==> src/verilog/valley_pkg.sv <==
// Purpose: shared constants and carrier types for the valley switching controller
// Assumes: mclk at 25 MHz, comparator results synchronous unless noted
// Notes: times are kept in their own unit, cycle counts derive from them
package valley_pkg;
   localparam int unsigned CLK_KHZ = 25000;
   localparam int unsigned CLK_PERIOD_NS = 40;
   localparam int unsigned SS_TIME_MS = 12;
   localparam int unsigned SS_STEPS = 4;
   localparam int unsigned SS_STEP_CYCLES = SS_TIME_MS * CLK_KHZ / SS_STEPS;
   localparam int unsigned PERIOD_MS = 48;
   localparam int unsigned PERIOD_CYCLES = PERIOD_MS * CLK_KHZ;
   localparam int unsigned SHORT_SUPPRESS_NS = 2500;
   localparam int unsigned LONG_SUPPRESS_NS = 25000;
   localparam int unsigned SHORT_SUPPRESS_CYCLES = (SHORT_SUPPRESS_NS + CLK_PERIOD_NS - 1) / CLK_PERIOD_NS;
   localparam int unsigned LONG_SUPPRESS_CYCLES = (LONG_SUPPRESS_NS + CLK_PERIOD_NS - 1) / CLK_PERIOD_NS;
   localparam int unsigned MAX_OFF_NS = 50000;
   localparam int unsigned MAX_OFF_CYCLES = MAX_OFF_NS / CLK_PERIOD_NS;
   localparam int unsigned OVP_BLANK_NS = 1000;
   localparam int unsigned OVP_BLANK_CYCLES = (OVP_BLANK_NS + CLK_PERIOD_NS - 1) / CLK_PERIOD_NS;
   localparam int unsigned TIMER_W = 21;
   localparam int unsigned LIMIT_W = 10;
   localparam int unsigned SS_START_MV = 320;
   localparam int unsigned SS_FINAL_MV = 1000;
   localparam logic [2:0] VALLEY_MIN = 3'h1;
   localparam logic [2:0] VALLEY_MAX = 3'h7;
   localparam logic [2:0] CROSS_MAX = 3'h7;

   typedef struct packed {
      logic reset;
      logic down;
      logic up;
   } fb_cmp_t;

   typedef struct packed {
      logic crossing;
      logic ovp;
      logic suppression;
   } aux_cmp_t;

   typedef enum logic [2:0] {
      ST_WAIT = 3'h0,
      ST_ON = 3'h1,
      ST_SUPPRESS = 3'h2,
      ST_VALLEY = 3'h3,
      ST_LATCHED = 3'h4
   } gate_state_t;

   function automatic logic [LIMIT_W-1:0] ss_limit(input logic [1:0] step);
      int unsigned mv;
      mv = SS_START_MV + 32'(step) * (SS_FINAL_MV - SS_START_MV) / (SS_STEPS - 1);
      return LIMIT_W'(mv);
   endfunction : ss_limit
endpackage : valley_pkg

==> src/verilog/crossing_counter.sv <==
// Purpose: counts falling crossings of the aux sense comparator while off
// Assumes: crossing_above is asynchronous to mclk
// Notes: clear has priority, it coincides with the gate turning on
`timescale 1ns/1ps
module crossing_counter
   import valley_pkg::*;
(
   input wire logic mclk,
   input wire logic rst,
   input wire logic crossing_above,
   input wire logic count_enable,
   input wire logic clear,
   output logic [2:0] crossing_count
);
   logic sync1;
   logic sync2;
   logic prev;
   logic fall;
   logic [2:0] next_count;

   assign fall = prev & ~sync2;

   always_comb begin
      next_count = crossing_count;
      if (clear) begin
         next_count = 3'h0;
      end else if (count_enable && fall && crossing_count < CROSS_MAX) begin
         next_count = crossing_count + 3'h1;
      end
   end

   always_ff @(posedge mclk) begin
      if (rst) begin
         sync1 <= 1'b0;
         sync2 <= 1'b0;
         prev <= 1'b0;
         crossing_count <= 3'h0;
      end else begin
         sync1 <= crossing_above;
         sync2 <= sync1;
         prev <= sync2;
         crossing_count <= next_count;
      end
   end
endmodule : crossing_counter

==> src/verilog/valley_select_counter.sv <==
// Purpose: valley select up/down counter updated once per feedback period
// Assumes: feedback comparator flags synchronous to mclk
// Notes: flags seen in the final cycle still belong to the ending period
`timescale 1ns/1ps
module valley_select_counter
   import valley_pkg::*;
#(
   parameter int unsigned PERIOD_CYCLES_P = PERIOD_CYCLES
)(
   input wire logic mclk,
   input wire logic rst,
   input wire fb_cmp_t feedback_level,
   output logic [2:0] valley_count
);
   logic [TIMER_W-1:0] period_timer;
   logic [TIMER_W-1:0] next_timer;
   fb_cmp_t seen;
   fb_cmp_t next_seen;
   fb_cmp_t hits;
   logic period_end;
   logic [2:0] next_count;

   always_comb begin
      period_end = period_timer == TIMER_W'(PERIOD_CYCLES_P - 1);
      hits = fb_cmp_t'(seen | feedback_level);
      next_timer = period_end ? '0 : period_timer + 1'b1;
      next_seen = period_end ? fb_cmp_t'(3'h0) : hits;
      next_count = valley_count;
      if (period_end) begin
         if (hits.reset) begin
            next_count = VALLEY_MIN;
         end else if (hits.down) begin
            if (valley_count > VALLEY_MIN) begin
               next_count = valley_count - 3'h1;
            end
         end else if (hits.up) begin
            next_count = valley_count;
         end else if (valley_count < VALLEY_MAX) begin
            next_count = valley_count + 3'h1;
         end
      end
   end

   always_ff @(posedge mclk) begin
      if (rst) begin
         period_timer <= '0;
         seen <= fb_cmp_t'(3'h0);
         valley_count <= VALLEY_MIN;
      end else begin
         period_timer <= next_timer;
         seen <= next_seen;
         valley_count <= next_count;
      end
   end
endmodule : valley_select_counter

==> src/verilog/valley_switch_freq_reduction.sv <==
// Purpose: soft-start, gate switch-on timing, ringing suppression and overvoltage latch
// Assumes: comparator inputs synchronous to mclk except the crossing comparator
// Notes: switch-off comes from the analog current path as switch_off_request
`timescale 1ns/1ps
module valley_switch_freq_reduction
   import valley_pkg::*;
#(
   parameter int unsigned SS_STEP_CYCLES_P = SS_STEP_CYCLES,
   parameter int unsigned PERIOD_CYCLES_P = PERIOD_CYCLES,
   parameter int unsigned SHORT_SUPPRESS_CYCLES_P = SHORT_SUPPRESS_CYCLES,
   parameter int unsigned LONG_SUPPRESS_CYCLES_P = LONG_SUPPRESS_CYCLES,
   parameter int unsigned MAX_OFF_CYCLES_P = MAX_OFF_CYCLES,
   parameter int unsigned OVP_BLANK_CYCLES_P = OVP_BLANK_CYCLES
)(
   input wire logic mclk,
   input wire logic rst,
   input wire logic supply_above_on,
   input wire fb_cmp_t feedback_level,
   input wire aux_cmp_t aux_sense_input,
   input wire logic switch_off_request,
   input wire logic [LIMIT_W-1:0] other_limit_mv,
   input wire logic [1:0] line_level,
   output logic gate_drive_output,
   output logic startup_cell_enable,
   output logic [LIMIT_W-1:0] cs_limit_mv,
   output logic soft_start_done,
   output logic [2:0] valley_count,
   output logic [2:0] crossing_count,
   output logic [1:0] count_up_threshold_sel,
   output logic [1:0] count_down_threshold_sel,
   output logic latched_off
);
   gate_state_t state;
   gate_state_t next_state;
   logic [TIMER_W-1:0] supp_timer;
   logic [TIMER_W-1:0] next_supp;
   logic [TIMER_W-1:0] off_timer;
   logic [TIMER_W-1:0] next_off;
   logic [TIMER_W-1:0] ovp_timer;
   logic [TIMER_W-1:0] next_ovp;
   logic next_gate;
   logic next_startup;
   logic next_latched;
   logic turn_on;
   logic off_phase;
   logic ovp_trip;
   logic max_off_hit;
   logic [TIMER_W-1:0] ss_timer;
   logic [TIMER_W-1:0] next_ss_timer;
   logic [1:0] ss_step;
   logic [1:0] next_ss_step;
   logic next_ss_done;
   logic [LIMIT_W-1:0] step_mv;
   logic [LIMIT_W-1:0] next_cs_limit;
   logic [1:0] next_up_sel;
   logic [1:0] next_down_sel;

   valley_select_counter #(
      .PERIOD_CYCLES_P(PERIOD_CYCLES_P)
   ) u_valley (
      .mclk(mclk),
      .rst(rst),
      .feedback_level(feedback_level),
      .valley_count(valley_count)
   );

   crossing_counter u_crossing (
      .mclk(mclk),
      .rst(rst),
      .crossing_above(aux_sense_input.crossing),
      .count_enable(off_phase),
      .clear(turn_on),
      .crossing_count(crossing_count)
   );

   // gate sequencing
   always_comb begin
      next_state = state;
      next_supp = supp_timer;
      next_off = off_timer;
      next_ovp = ovp_timer;
      off_phase = state == ST_SUPPRESS || state == ST_VALLEY;
      ovp_trip = aux_sense_input.ovp && ovp_timer == TIMER_W'(OVP_BLANK_CYCLES_P - 1);
      max_off_hit = off_timer == TIMER_W'(MAX_OFF_CYCLES_P - 1);
      unique case (state)
         ST_WAIT: begin
            if (supply_above_on) begin
               next_state = ST_ON;
            end
         end
         ST_ON: begin
            if (switch_off_request) begin
               next_state = ST_SUPPRESS;
               next_off = '0;
               next_ovp = '0;
               if (aux_sense_input.suppression) begin
                  next_supp = TIMER_W'(SHORT_SUPPRESS_CYCLES_P - 1);
               end else begin
                  next_supp = TIMER_W'(LONG_SUPPRESS_CYCLES_P - 1);
               end
            end
         end
         ST_SUPPRESS, ST_VALLEY: begin
            next_off = off_timer + 1'b1;
            next_ovp = aux_sense_input.ovp ? ovp_timer + 1'b1 : '0;
            if (ovp_trip) begin
               next_state = ST_LATCHED;
            end else if (max_off_hit) begin
               next_state = ST_ON;
            end else if (state == ST_SUPPRESS) begin
               if (supp_timer == '0) begin
                  next_state = ST_VALLEY;
               end else begin
                  next_supp = supp_timer - 1'b1;
               end
            end else if (crossing_count >= valley_count) begin
               next_state = ST_ON;
            end
         end
         ST_LATCHED: begin
            next_state = ST_LATCHED;
         end
         default: begin
            next_state = ST_WAIT;
         end
      endcase
      turn_on = state != ST_ON && next_state == ST_ON;
      next_gate = next_state == ST_ON;
      next_startup = next_state == ST_WAIT;
      next_latched = next_state == ST_LATCHED;
   end

   always_ff @(posedge mclk) begin
      if (rst) begin
         state <= ST_WAIT;
         supp_timer <= '0;
         off_timer <= '0;
         ovp_timer <= '0;
         gate_drive_output <= 1'b0;
         startup_cell_enable <= 1'b1;
         latched_off <= 1'b0;
      end else begin
         state <= next_state;
         supp_timer <= next_supp;
         off_timer <= next_off;
         ovp_timer <= next_ovp;
         gate_drive_output <= next_gate;
         startup_cell_enable <= next_startup;
         latched_off <= next_latched;
      end
   end

   // soft-start limit and threshold selection
   always_comb begin
      next_ss_timer = ss_timer;
      next_ss_step = ss_step;
      next_ss_done = soft_start_done;
      if (state != ST_WAIT && !soft_start_done) begin
         if (ss_timer == TIMER_W'(SS_STEP_CYCLES_P - 1)) begin
            next_ss_timer = '0;
            if (ss_step == 2'(SS_STEPS - 1)) begin
               next_ss_done = 1'b1;
            end else begin
               next_ss_step = ss_step + 2'h1;
            end
         end else begin
            next_ss_timer = ss_timer + 1'b1;
         end
      end
      step_mv = ss_limit(next_ss_step);
      next_cs_limit = (other_limit_mv < step_mv) ? other_limit_mv : step_mv;
      next_up_sel = line_level;
      next_down_sel = line_level;
   end

   always_ff @(posedge mclk) begin
      if (rst) begin
         ss_timer <= '0;
         ss_step <= 2'h0;
         soft_start_done <= 1'b0;
         cs_limit_mv <= '0;
         count_up_threshold_sel <= 2'h0;
         count_down_threshold_sel <= 2'h0;
      end else begin
         ss_timer <= next_ss_timer;
         ss_step <= next_ss_step;
         soft_start_done <= next_ss_done;
         cs_limit_mv <= next_cs_limit;
         count_up_threshold_sel <= next_up_sel;
         count_down_threshold_sel <= next_down_sel;
      end
   end

   // soft-start elapsed time for checking
   int unsigned ss_elapsed;
   always_ff @(posedge mclk) begin
      if (rst) begin
         ss_elapsed <= 0;
      end else if (state != ST_WAIT && !soft_start_done) begin
         ss_elapsed <= ss_elapsed + 1;
      end
   end
endmodule : valley_switch_freq_reduction

==> config.mk <==
export PLATFORM = sky130hd
export DESIGN_NAME = valley_switch_freq_reduction
export DESIGN_NICKNAME = d
export VERILOG_FILES = /design/src/verilog/valley_pkg.sv /design/src/verilog/crossing_counter.sv /design/src/verilog/valley_select_counter.sv /design/src/verilog/valley_switch_freq_reduction.sv
export SDC_FILE = /design/constraint.sdc
export NUM_CORES = 1
export LEC_CHECK = 0
export BUFFER_PORTS_ARGS = -buffer_cell sky130_fd_sc_hd__clkbuf_2
export CORE_MARGIN = 4
export CORE_UTILIZATION = 35
export DETAILED_ROUTE_END_ITERATION = 10
export PLACE_DENSITY_LB_ADDON = 0.1
export SLEW_MARGIN = 20
export SYNTH_ARGS = -nofsm -noshare
export SYNTH_HDL_FRONTEND = slang
export SYNTH_HIERARCHICAL = 1
export SYNTH_SLANG_ARGS = --single-unit
export TNS_END_PERCENT = 50
==> constraint.sdc <==
create_clock -name mclk -period 6.6 [get_ports mclk]
set_input_delay 1.32 -clock mclk [delete_from_list [all_inputs] [get_ports mclk]]
set_output_delay 1.32 -clock mclk [all_outputs]
set_load 0.05 [all_outputs]
### Word level (Yosys, flattened, before mapping)

Index checks and enable logic that the tools add are counted.

| word-level totals | value |
|---|---|
| output and inout port bits | 24 |
| input port bits | 22 |
| logic and storage cells | 109 |
| register bits after elaboration | 138 |

| cells by class | value |
|---|---|
| $add $sub $neg | 10 |
| $mul | 1 |
| mux-type cells | 29 |
| magnitude comparators | 5 |
| bitwise logic cells | 3 |
| reduce and logical (&&, ||, !) cells | 20 |
| eq/ne operators | 19 |
| div/mod/pow operators | 1 |

Operator list:

| operator | count |
|---|---|
| $mux 21 | 8 |
| $pmux 21 s2 | 3 |
| $add 21x1->21 const B | 4 |
| $mux 3 | 12 |
| $div 12x2->32 const B | 1 |
| $eq 21x11->1 const B | 1 |
| $eq 21x17->1 const B | 1 |
| $eq 21x21->1 const B | 1 |
| $eq 21x5->1 const B | 1 |
| $logic_not 21->1 | 1 |
| $sub 21x1->21 const B | 1 |
| $mux 10 | 2 |
| $pmux 3 s4 | 1 |
| $add 9x10->10 const A | 1 |
| $lt 10x10->1 | 1 |
| $ne 2x2->1 const B | 5 |
| $mul 2x7->9 const B | 1 |
| $add 3x1->3 const B | 2 |
| $eq 3x1->1 const B | 2 |
| $eq 3x2->1 const B | 2 |
| $eq 3x3->1 const B | 2 |
| $logic_not 3->1 | 2 |
| $lt 3x3->1 const B | 2 |
| $mux 2 | 3 |
| 20 further kinds | 28 |

### Logic depth before layout (Yosys ltp)

Gate-level depths: netlist of the first run.

| depth | value |
|---|---|
| depth after elaboration | 9 |
| mapped depth | 23 |
| gate-level depth less buffers | 20 |

### Cells and area by module

Netlist of the first run, hierarchy kept.

Modules (own cells, without submodules):

| module | cells an instance | times used | sequential area each (um^2) | area an instance (um^2) |
|---|---|---|---|---|
| valley_switch_freq_reduction | 712 | 1 | 2102.0 | 5696.7 |
| valley_select_counter | 147 | 1 | 540.5 | 1303.8 |
| crossing_counter | 24 | 1 | 120.1 | 232.7 |

### Worst setup path before layout of the first run

No wires, ideal clock.

| timing | value |
|---|---|
| path kind | register to register |
| from | reg ss_timer[0] |
| to | reg cs_limit_mv[7] |
| clock period less this slack | 5017 ps |
| buffers on the path | 2 |
| setup slack | 1583 ps |
| stages on the path, launching flop included | 21 |
| arrival | 4889 ps |
| setup time | 128 ps |
| required time | 6472 ps |
| path through | dfxtp_1 > ha_1 > nand4_1 > or4b_1 > o21a_1 > inv_1 > ha_1 > clkbuf_1 > nor3b_1 > a2111oi_0 > mux2i_1 > nor3_1 > mux2i_1 > and2_1 > ha_1 > nand2_1 > or4_1 > a21oi_1 > clkbuf_1 > mux2i_1 > nor2_1 |

| between the ends | value |
|---|---|
| cells in the longest elaborated chain, start to end | 8 |

RTL lines:

| what | line | source |
|---|---|---|
| from (decl) | valley_switch_freq_reduction.sv:48 | `logic [TIMER_W-1:0] ss_timer;` |
| from (signal assigned) | valley_switch_freq_reduction.sv:185 | `ss_timer <= next_ss_timer;` |
| $eq 21x17->1 * | valley_switch_freq_reduction.sv:159 | `if (ss_timer == TIMER_W'(SS_STEP_CYCLES_P - 1)) begin` |
| $mux 2 * | valley_switch_freq_reduction.sv:159 |  |
| $mux 2 * | valley_switch_freq_reduction.sv:158 | `if (state != ST_WAIT && !soft_start_done) begin` |
| named net next_ss_step[1] | valley_switch_freq_reduction.sv:51 | `logic [1:0] next_ss_step;` |
| $mul 2x7->9 * | valley_pkg.sv:50 | `mv = SS_START_MV + 32'(step) * (SS_FINAL_MV - SS_START_MV) / (SS_STEPS - 1);` |
| $div 12x2->32 * | valley_pkg.sv:50 |  |
| $add 9x10->10 * | valley_pkg.sv:50 |  |
| $lt 10x10->1 | valley_switch_freq_reduction.sv:171 | `next_cs_limit = (other_limit_mv < step_mv) ? other_limit_mv : step_mv;` |
| $mux 10 * | valley_switch_freq_reduction.sv:171 |  |
| to (signal assigned) | valley_switch_freq_reduction.sv:188 | `cs_limit_mv <= next_cs_limit;` |
| to (decl) | valley_switch_freq_reduction.sv:25 | `output logic [LIMIT_W-1:0] cs_limit_mv,` |

The timed path passes the listed nets; every way through them passes the cells marked *.
A chain may end at the register's enable or synchronous reset.

### Final worst setup path of the first run

| timing | value |
|---|---|
| from | reg ss_timer[0] |
| to | reg cs_limit_mv[3] |

Same word-level chain as after synthesis.

==> impl_metrics.ini, run 1 <==
[detailed_routing]
vias = 6294
drc = 0
avgViaCountPerCell = 5.29
ant_nets = 0
drt-initial-drc-count = 416
wirelength_microns = 16900
drt_pre_antenna_iters = 5
routedWlPerCell_microns = 14.2

[pwr]
vdd_drop_max_mv = 0.132
total_power_mw = 2.20
intPower_mw = 1.66
leakage_nw = 3.08
switching_share = 0.249
combPwrFrac = 0.120
p_switching_uw = 548
clockPowerShare = 0.475
p_per_area_mw_per_mm2 = 266
seqPwrFrac = 0.405

[finish]
diodes = 0
fin_nets = 961
drive_gt1_frac = 0.104
area_delta_synth_final_pct = 14.7
final_cell_mix = dfxtp_1, nor2_1, nand2_1
final_area_sq_mm = 0.00829
nFillCells = 2100
final_common_cell = dfxtp_1

[setup_path]
cp.required_ns = 6.86
reg2reg_from = ss_timer[0]$_SDFFE_PP0N_
critical_path_class = flip-flop to flip-flop
cpPeakStageDelay_ns = 0.58
critical-path-slowest-cell = or4b_1
startpoint_type = flip-flop
end_kind = flip-flop
path_max_fanout = 11
startpoint = ss_timer[0]$_SDFFE_PP0N_
path_cells = ha_1 -> nand4_1 -> or4b_1 -> nor3_1 -> o21bai_1 -> inv_1 -> ha_1 -> nor3b_1 -> a2111oi_0 -> mux2i_1 -> nor3_1 -> mux2i_1 -> and2_1 -> ha_1 -> nand2_1 -> or4_1 -> a21oi_1 -> buf_4 -> mux2i_1 -> nor2_1
worstPathArrival_ns = 5.86

[grt]
grt_usage = 0.151
grt_pass1_wl_microns = 28700
overflow = 0
grt_max_degree = 80
antenna_found_initial = 0
first_global_vias = 5846

[synthesis]
synth.net_count = 936
synth_cell_type_count = 69
avgSynthCellArea_sq_um = 8.19
synth-seq-cells = 138
syn-cell-area_sq_mm = 0.00723
yosysSeqAreaShare = 0.382
synthCells = 883
ys.warnings.count = 6
synthFlopType = dfxtp_1
async_reset_ff_frac = 0
synth_edf_count = 0

[timing]
setup_viol = 0
relSlewSlack = 0.392
finalMaxSlewViolations = 0
fin_tns_setup_ns = 0
period_share = 0.848
rsz0062_at_grt = no
whs_ns = 0.445
fin_skew_ns = 0.00783
fin_ws_ns = 1.00
hold_viol_final = 0
fmax_ghz = 0.179
tightest_slew_ns = 0.913
post-route-min-period_ns = 5.60

[run_status]
status = finished, final reports clean

[floorplanning]
fp.dieH_microns = 152
start_util = 0.356
core_sq_mm = 0.0203
die_w_microns = 152
num_rows = 52
dieArea_sq_mm = 0.0230
io_pins = 46

[clock_network]
postCtsResizedCells = 0
cts_tree = built
cts.path.max_buffers = 2
h-tree-depth = 4
clk-insertion-delay-late_ns = 0.41
cts_setup_buffers = 0
clkTransAtPathRegs_ns = 0.06
holdBufCountCts = 0
clock-sinks = 138
clockRootBuffer = clkbuf_16
cts_buffers = 17

[placed_design]
preCtsSetupSlack_ns = 1.06
placed_area_sq_mm = 0.00765
hpwl_microns = 11300
gp_congestion = 0.792
port-buffer-count = 45

[job]
cap_violations = 0

[worst_hold_path]
hp-class = flip-flop to flip-flop
min_from = supp_timer[20]$_SDFFE_PP0P_
## final cells by class
cell class                 instances  area [sq um]  area share
tap                              270           338      0.0407
multi-input combinational        674          4180       0.505
sequential                       138          2760       0.333
inverter                          27           101      0.0122
clock inverter                     7           163      0.0196
timing repair buffer              50           263      0.0317
clock buffer                      24           482      0.0581
## critical path: cells and delay by family (launching register included)
family                     cells  cell delay, ns
and+or+nand+nor                9            2.11
AOI/OAI and AO/OA              3            1.10
adders and majority gates      3            0.88
muxes                          3            0.53
buffers and inverters          2            0.48
DFF                            1            0.39
## power groups by stage
stage          logic, mW  registers, mW  clock network (mW)
6_report           0.264          0.892                1.05
5_1_grt            0.302          0.896                1.11
4_1_cts            0.267          0.891                1.08
3_5_place_dp       0.266          0.909                   0
3_3_place_gp       0.267          0.910                   0
2_1_floorplan      0.185          0.923                   0
## worst paths after layout
kind	endpoint	slack, ns	cells past startpoint
setup / recovery	cs_limit_mv[3]$_SDFF_PP0_	1.00	20
hold / removal	supp_timer[20]$_SDFFE_PP0P_	0.44	2
hold reg to reg	supp_timer[20]$_SDFFE_PP0P_	0.44	2
setup reg to reg	cs_limit_mv[3]$_SDFF_PP0_	1.00	20
## metal layers
metal  global-route usage  part of all wire  vias up  routed length, microns
li1                     -                 -     3256                       -
met1                0.213              0.51     2923                    8660
met2                0.233              0.44      102                    7340
met3               0.0339             0.040       13                     672
met4               0.0409             0.011        0                     187
met5                    0                 0        -                       0
## Yosys cell counts (all sizes together) (11+ instances only)
cell type | count | area, sq um
a311oi | 11 | 96.3
buf | 11 | 61.3
inv | 27 | 101
xnor2 | 24 | 210
nand2 | 58 | 218
xor2 | 15 | 131
o21ai | 35 | 175
nor4 | 13 | 96.3
a211oi | 13 | 97.6
ha | 31 | 388
or4 | 15 | 113
nor3 | 28 | 140
dfxtp | 138 | 2760
or3 | 18 | 119
a21oi | 56 | 280
nand4 | 21 | 138
clkbuf | 33 | 124
nand3 | 41 | 205
nor2 | 130 | 488
and4 | 11 | 96.3
and3 | 22 | 139
## metrics by stage
step                utilization  cells
floorplan                     -    883
global placement          0.377   1159
detailed placement        0.377   1159
CTS                       0.409   1190
global route              0.409   1190
finish                    0.409   1190
## registers in the layout (all words and copies together) (netlist names), 3 cells and up
name and flops:
ss_timer 21, off_timer 21, ovp_timer 21, supp_timer 21, u_crossing/crossing_count 3, u_valley/seen 3, cs_limit_mv 10, u_valley/valley_count 3
state 3, u_valley/period_timer 21
## cell families after synthesis
family | Yosys count | share of synthesized area
and+or+nand+nor | 414 | 0.301
AOI/OAI and AO/OA | 178 | 0.160
DFF | 138 | 0.382
buffers and inverters | 71 | 0.0396
xor gates and xnor gates | 39 | 0.0472
adders and majority gates | 31 | 0.0536
muxes | 12 | 0.0173
Power figures use the tool's default switching activity.
==> run 2, diff against run 1 <==
==> constraint.sdc (replaced) <==
create_clock -name mclk -period 4.9 [get_ports mclk]
set_input_delay 0.98 -clock mclk [delete_from_list [all_inputs] [get_ports mclk]]
set_output_delay 0.98 -clock mclk [all_outputs]
set_load 0.05 [all_outputs]
==> run 2 against run 1 <==
Effect of this change:
- die area stayed put
- setup slack worse by 0.75 ns
- global-route usage is 0.13 points higher
- combinational power is 38% higher
- worst hold slack worse by 0.0034 ns
- non-clock buffer count is 18 higher
- sequential cell count stayed put
- clock power is 24% higher
- core utilization is 0.66 points higher
- sequential share of layout area is 0.50 points lower
- critical endpoint is now cs_limit_mv[1]$_SDFF_PP0_
==> impl_metrics.ini, run 2 (same netlist as run 1, synthesis figures left out) <==
[clock_network]
h-tree-depth = 4
clk-insertion-delay-late_ns = 0.42
cts_tree = built
clock-sinks = 138
clkTransAtPathRegs_ns = 0.06
cts_buffers = 17
cts.path.max_buffers = 2
holdBufCountCts = 0
clockRootBuffer = clkbuf_16

[finish]
drive_gt1_frac = 0.136
register_area_sq_mm = 0.00277
area_delta_synth_final_pct = 16.5
fin_util = 0.415
final_area_sq_mm = 0.00843
diodes = 0
fin_cells = 1209
final_common_cell = dfxtp_1
fin_nets = 979
multi_input_area_sq_mm = 0.00421
final_cell_mix = dfxtp_1, nor2_1, nand2_1
nFillCells = 2079

[timing]
fin_ws_ns = 0.254
relSlewSlack = 0.351
post-route-min-period_ns = 4.65
tightest_slew_ns = 0.964
whs_ns = 0.442
fin_tns_setup_ns = 0
period_share = 0.948
fmax_ghz = 0.215
setup_viol = 0
fin_skew_ns = 0.00957
finalMaxSlewViolations = 0
hold_viol_final = 0

[worst_hold_path]
whs_path_depth = 2
min_to = supp_timer[20]$_SDFFE_PP0P_
min_from = supp_timer[20]$_SDFFE_PP0P_
hp-class = flip-flop to flip-flop

[placed_design]
gp_congestion = 0.772
preCtsSetupSlack_ns = 0.133
port-buffer-count = 45
placed_area_sq_mm = 0.00779
place_inst = 1176
hpwl_microns = 11700

[setup_path]
worst-path-buf-inv = 3
startpoint_type = flip-flop
path_depth = 21
end_kind = flip-flop
path_cells = ha_2 -> nand4_1 -> or4b_4 -> nor3_1 -> o21bai_2 -> buf_4 -> ha_2 -> nor2b_1 -> a2111oi_1 -> mux2i_1 -> buf_4 -> a31oi_1 -> a211oi_1 -> and2_1 -> ha_1 -> nand2_1 -> or4_1 -> a21oi_4 -> buf_12 -> mux2i_1 -> nor2_1
cp.required_ns = 5.20
worstPathArrival_ns = 4.94
critical-path-slowest-cell = or4b_4
reg2reg_from = ss_timer[0]$_SDFFE_PP0N_
r2r_slack_ns = 0.25
path_max_fanout = 13
ff2ff_path_depth = 21
cpPeakStageDelay_ns = 0.53
critical_path_class = flip-flop to flip-flop
r2r-end = cs_limit_mv[1]$_SDFF_PP0_
critical_path.top_delay_family = simple AND/OR/NAND/NOR gates

[floorplanning]
die_w_microns = 152
dieArea_sq_mm = 0.0230
io_pins = 46
fp.dieH_microns = 152
start_util = 0.356
num_rows = 52
core_sq_mm = 0.0203

[run_status]
status = finished, final reports clean

[detailed_routing]
drt-initial-drc-count = 271
wirelength_microns = 17100
routedWlPerCell_microns = 14.1
ant_nets = 0
avgViaCountPerCell = 5.30
vias = 6405
drc = 0
drt_pre_antenna_iters = 4

[grt]
grt_pass1_wl_microns = 29000
overflow = 0
antenna_found_initial = 0
grt_usage = 0.153
grt_max_degree = 34
first_global_vias = 5938

[job]
cap_violations = 0

[pwr]
p_per_area_mw_per_mm2 = 340
leakage_nw = 3.14
total_power_mw = 2.87
vdd_drop_max_mv = 0.188
[run 2: cell count changes in the layout (fill, tap and decap cells not counted), moves of 2 or more]
| cell | delta |
|---|---|
| buf_4 | +17 |
| bufinv_16 | -3 |
| clkbuf_8 | -2 |
| ha_1 | -2 |
| clkinvlp_4 | +4 |
| dfxtp_2 | +2 |
| clkbuf_1 | -4 |
| inv_6 | +6 |
| dfxtp_1 | -2 |
| ha_2 | +2 |
[run 2: worst register-to-register path: stages, from the launching register on]
cell       delay (ns)
dfxtp_2          0.37
ha_2             0.21
nand4_1          0.13
or4b_4           0.53
nor3_1           0.13
o21bai_2         0.16
buf_4            0.17
ha_2             0.24
nor2b_1          0.08
a2111oi_1        0.38
mux2i_1          0.21
buf_4            0.18
a31oi_1          0.13
a211oi_1         0.09
and2_1           0.16
ha_1             0.28
nand2_1          0.05
or4_1            0.47
a21oi_4          0.21
buf_12           0.16
mux2i_1          0.18
nor2_1           0.05
[run 2: repair_timing]
action / 4_1_cts / 5_1_grt
resized for setup: 0 / 10
hold endpoints to repair: 0 / 0
setup buffers: 0 / 1
setup endpoints to repair: 0 / 10
[run 2: metal layers]
layer	global-route usage	share of wire	routed length, microns	vias to the layer above
li1	-	-	-	3313
met4	0.0512	0.014	237	0
met1	0.208	0.51	8790	2972
met2	0.239	0.44	7430	99
met3	0.0333	0.036	622	21
met5	0	0	0	-
[run 2: layout make-up]
class	count	area share
multi-input cells	674	0.500
inverters	27	0.0120
flip-flops and latches	138	0.328
well taps	270	0.0401
clock inverters	14	0.0189
clock buffers	18	0.0521
repair buffers	68	0.0487
[run 2: worst max-delay path by stage]
stage,from,end,slack (ns)
floorplan,ss_timer[0]$_SDFFE_PP0N_,cs_limit_mv[7]$_SDFF_PP0_,0.09
global placement,ss_timer[0]$_SDFFE_PP0N_,cs_limit_mv[7]$_SDFF_PP0_,0.22
detailed placement,ss_timer[0]$_SDFFE_PP0N_,cs_limit_mv[4]$_SDFF_PP0_,0.13
CTS,ss_timer[0]$_SDFFE_PP0N_,cs_limit_mv[1]$_SDFF_PP0_,0.07
global route,ss_timer[0]$_SDFFE_PP0N_,cs_limit_mv[1]$_SDFF_PP0_,-0.05
finish,ss_timer[0]$_SDFFE_PP0N_,cs_limit_mv[1]$_SDFF_PP0_,0.25
[run 2: power breakdown]
part / internal [mW] / switching (mW) / leakage [nW]
sequential: 1.16 / 0.0353 / 1.12
combinational: 0.129 / 0.235 / 1.74
clock: 0.773 / 0.529 / 0.277
==> run 3, diff against run 2 <==
--- a/config.mk
+++ b/config.mk
@@ -9,7 +9,7 @@
 export CORE_MARGIN = 4
 export CORE_UTILIZATION = 35
 export DETAILED_ROUTE_END_ITERATION = 10
-export PLACE_DENSITY_LB_ADDON = 0.1
+export PLACE_DENSITY = 0.55
 export SLEW_MARGIN = 20
 export SYNTH_ARGS = -nofsm -noshare
 export SYNTH_HDL_FRONTEND = slang
==> run 3 against run 2 <==
Effect of this change:
- maximum frequency is 1.8% higher
- die area unchanged
- via count fell by 1.2%
- non-clock buffer count down 6
- combinational power is 2% lower
- power fell by 1.7%
- critical path type unchanged
==> impl_metrics.ini, run 3 (same netlist as run 1, synthesis figures left out) <==
[grt]
first_global_vias = 5763
overflow = 0
antenna_found_initial = 0
met3_usage = 0.0342
grt_util_met2 = 0.223
grt_max_degree = 58
busiest_layer = met2
met1_usage = 0.207
grt_usage = 0.147
grt_pass1_wl_microns = 27900

[placed_design]
gp_congestion = 0.815
hpwl_microns = 11100
port-buffer-count = 45
placed_area_sq_mm = 0.00773

[clock_network]
cts_buffers = 17
clockRootBuffer = clkbuf_16
clk-insertion-delay-late_ns = 0.42
cts_tree = built
cts.path.max_buffers = 2
h-tree-depth = 4
clkTransAtPathRegs_ns = 0.06
clock-sinks = 138

[setup_path]
r2r_slack_ns = 0.34
critical-path-slowest-cell = or4b_4
path_cells = ha_2 -> nand4_1 -> or4b_4 -> nor3_1 -> o21bai_1 -> inv_1 -> ha_1 -> buf_4 -> nor2_1 -> nand2_1 -> or4_1 -> a31oi_1 -> a211oi_1 -> and2_1 -> ha_1 -> nand2_1 -> or4_1 -> a21oi_2 -> buf_4 -> mux2i_1 -> nor2_1
reg2reg_from = ss_timer[0]$_SDFFE_PP0N_
r2r-end = cs_limit_mv[3]$_SDFF_PP0_
end_kind = flip-flop
critical_path_class = flip-flop to flip-flop
worstPathArrival_ns = 4.84
worst-path-buf-inv = 3
ff2ff_path_depth = 21
critical_path.top_delay_family = simple AND/OR/NAND/NOR gates
path_max_fanout = 8
cpPeakStageDelay_ns = 0.52
cp.required_ns = 5.18
startpoint_type = flip-flop

[worst_hold_path]
whs_path_depth = 2
hp-class = flip-flop to flip-flop
min_to = supp_timer[20]$_SDFFE_PP0P_
min_from = supp_timer[20]$_SDFFE_PP0P_

[floorplanning]
die_w_microns = 152
io_pins = 46
core_sq_mm = 0.0203
dieArea_sq_mm = 0.0230
start_util = 0.356
fp.dieH_microns = 152
num_rows = 52

[detailed_routing]
vias = 6326
drc = 0
ant_nets = 0
drt-initial-drc-count = 379
wirelength_microns = 16500
drt_pre_antenna_iters = 5
routedWlPerCell_microns = 13.7
avgViaCountPerCell = 5.26

[finish]
final_common_cell = dfxtp_1
final_cell_mix = dfxtp_1, nor2_1, nand2_1
final_area_sq_mm = 0.00836
area_delta_synth_final_pct = 15.6
fin_nets = 973
diodes = 0
fin_util = 0.412
drive_gt1_frac = 0.131
nFillCells = 2113

[pwr]
p_per_area_mw_per_mm2 = 337
vdd_drop_max_mv = 0.210
leakage_nw = 3.11

[job]
cap_violations = 0

[timing]
period_share = 0.931
finalMaxSlewViolations = 0
relSlewSlack = 0.340
post-route-min-period_ns = 4.56
hold_viol_final = 0
fin_tns_setup_ns = 0
setup_viol = 0
tightest_slew_ns = 0.981
fmax_ghz = 0.219
fin_skew_ns = 0.00952

[run_status]
status = finished, final reports clean
==> run 3: metal layers <==
metal	part of all wire	routed length, microns
met2	0.43	7130
met5	0	0
met3	0.038	630
met4	0.0099	163
met1	0.52	8610
==> run 3: worst max-delay path by stage <==
stage / from / slack (ns) / cells after the start / endpoint
global placement: ss_timer[0]$_SDFFE_PP0N_ / 0.28 / 20 / cs_limit_mv[0]$_SDFF_PP0_
finish: ss_timer[0]$_SDFFE_PP0N_ / 0.34 / 21 / cs_limit_mv[3]$_SDFF_PP0_
CTS: ss_timer[0]$_SDFFE_PP0N_ / 0.17 / 20 / cs_limit_mv[2]$_SDFF_PP0_
floorplan: ss_timer[0]$_SDFFE_PP0N_ / 0.09 / 20 / cs_limit_mv[7]$_SDFF_PP0_
global route: ss_timer[0]$_SDFFE_PP0N_ / -0.02 / 21 / cs_limit_mv[3]$_SDFF_PP0_
detailed placement: state[2]$_SDFF_PP0_ / 0.23 / 19 / cs_limit_mv[2]$_SDFF_PP0_
==> run 3: through the flow <==
stage               setup WS (ns)  std cells  hold slack (ns)  total power, mW
floorplan                  0.0856        883            0.414             1.49
global placement            0.279       1170            0.435             1.58
detailed placement          0.233       1170            0.431             1.58
CTS                         0.170       1202            0.439             2.86
global route              -0.0196       1203            0.456             2.96
finish                      0.337       1203            0.439             2.82
==> run 3: layout make-up <==
type,instances,area [sq um],area share
clock buffers,21,460,0.0550
repair buffers,62,357,0.0426
flip-flops and latches,138,2770,0.331
inverters,27,101,0.0121
well taps,270,338,0.0404
multi-input cells,674,4220,0.505
clock inverters,11,121,0.0145
==> run 3: where the power goes <==
| group | switching [mW] | internal, mW | leakage, nW | total, mW |
|---|---|---|---|---|
| registers | 0.0352 | 1.16 | 1.12 | 1.20 |
| clock network | 0.484 | 0.774 | 0.283 | 1.26 |
| logic | 0.231 | 0.127 | 1.71 | 0.358 |
==> run 3: what timing repair did <==
action	CTS	global route
setup buffers	0	1
endpoints found under the setup margin	0	10
hold buffers	0	0
resized for setup	0	12
==> run 3: worst reg2reg max path: cells and delay by family (launching register included) <==
kind	cells	cell delay, ns
simple gates	10	2.08
flops	1	0.36
compound gates	4	0.61
mux	1	0.18
buf+inv	3	0.46
fa+ha+maj	3	0.74
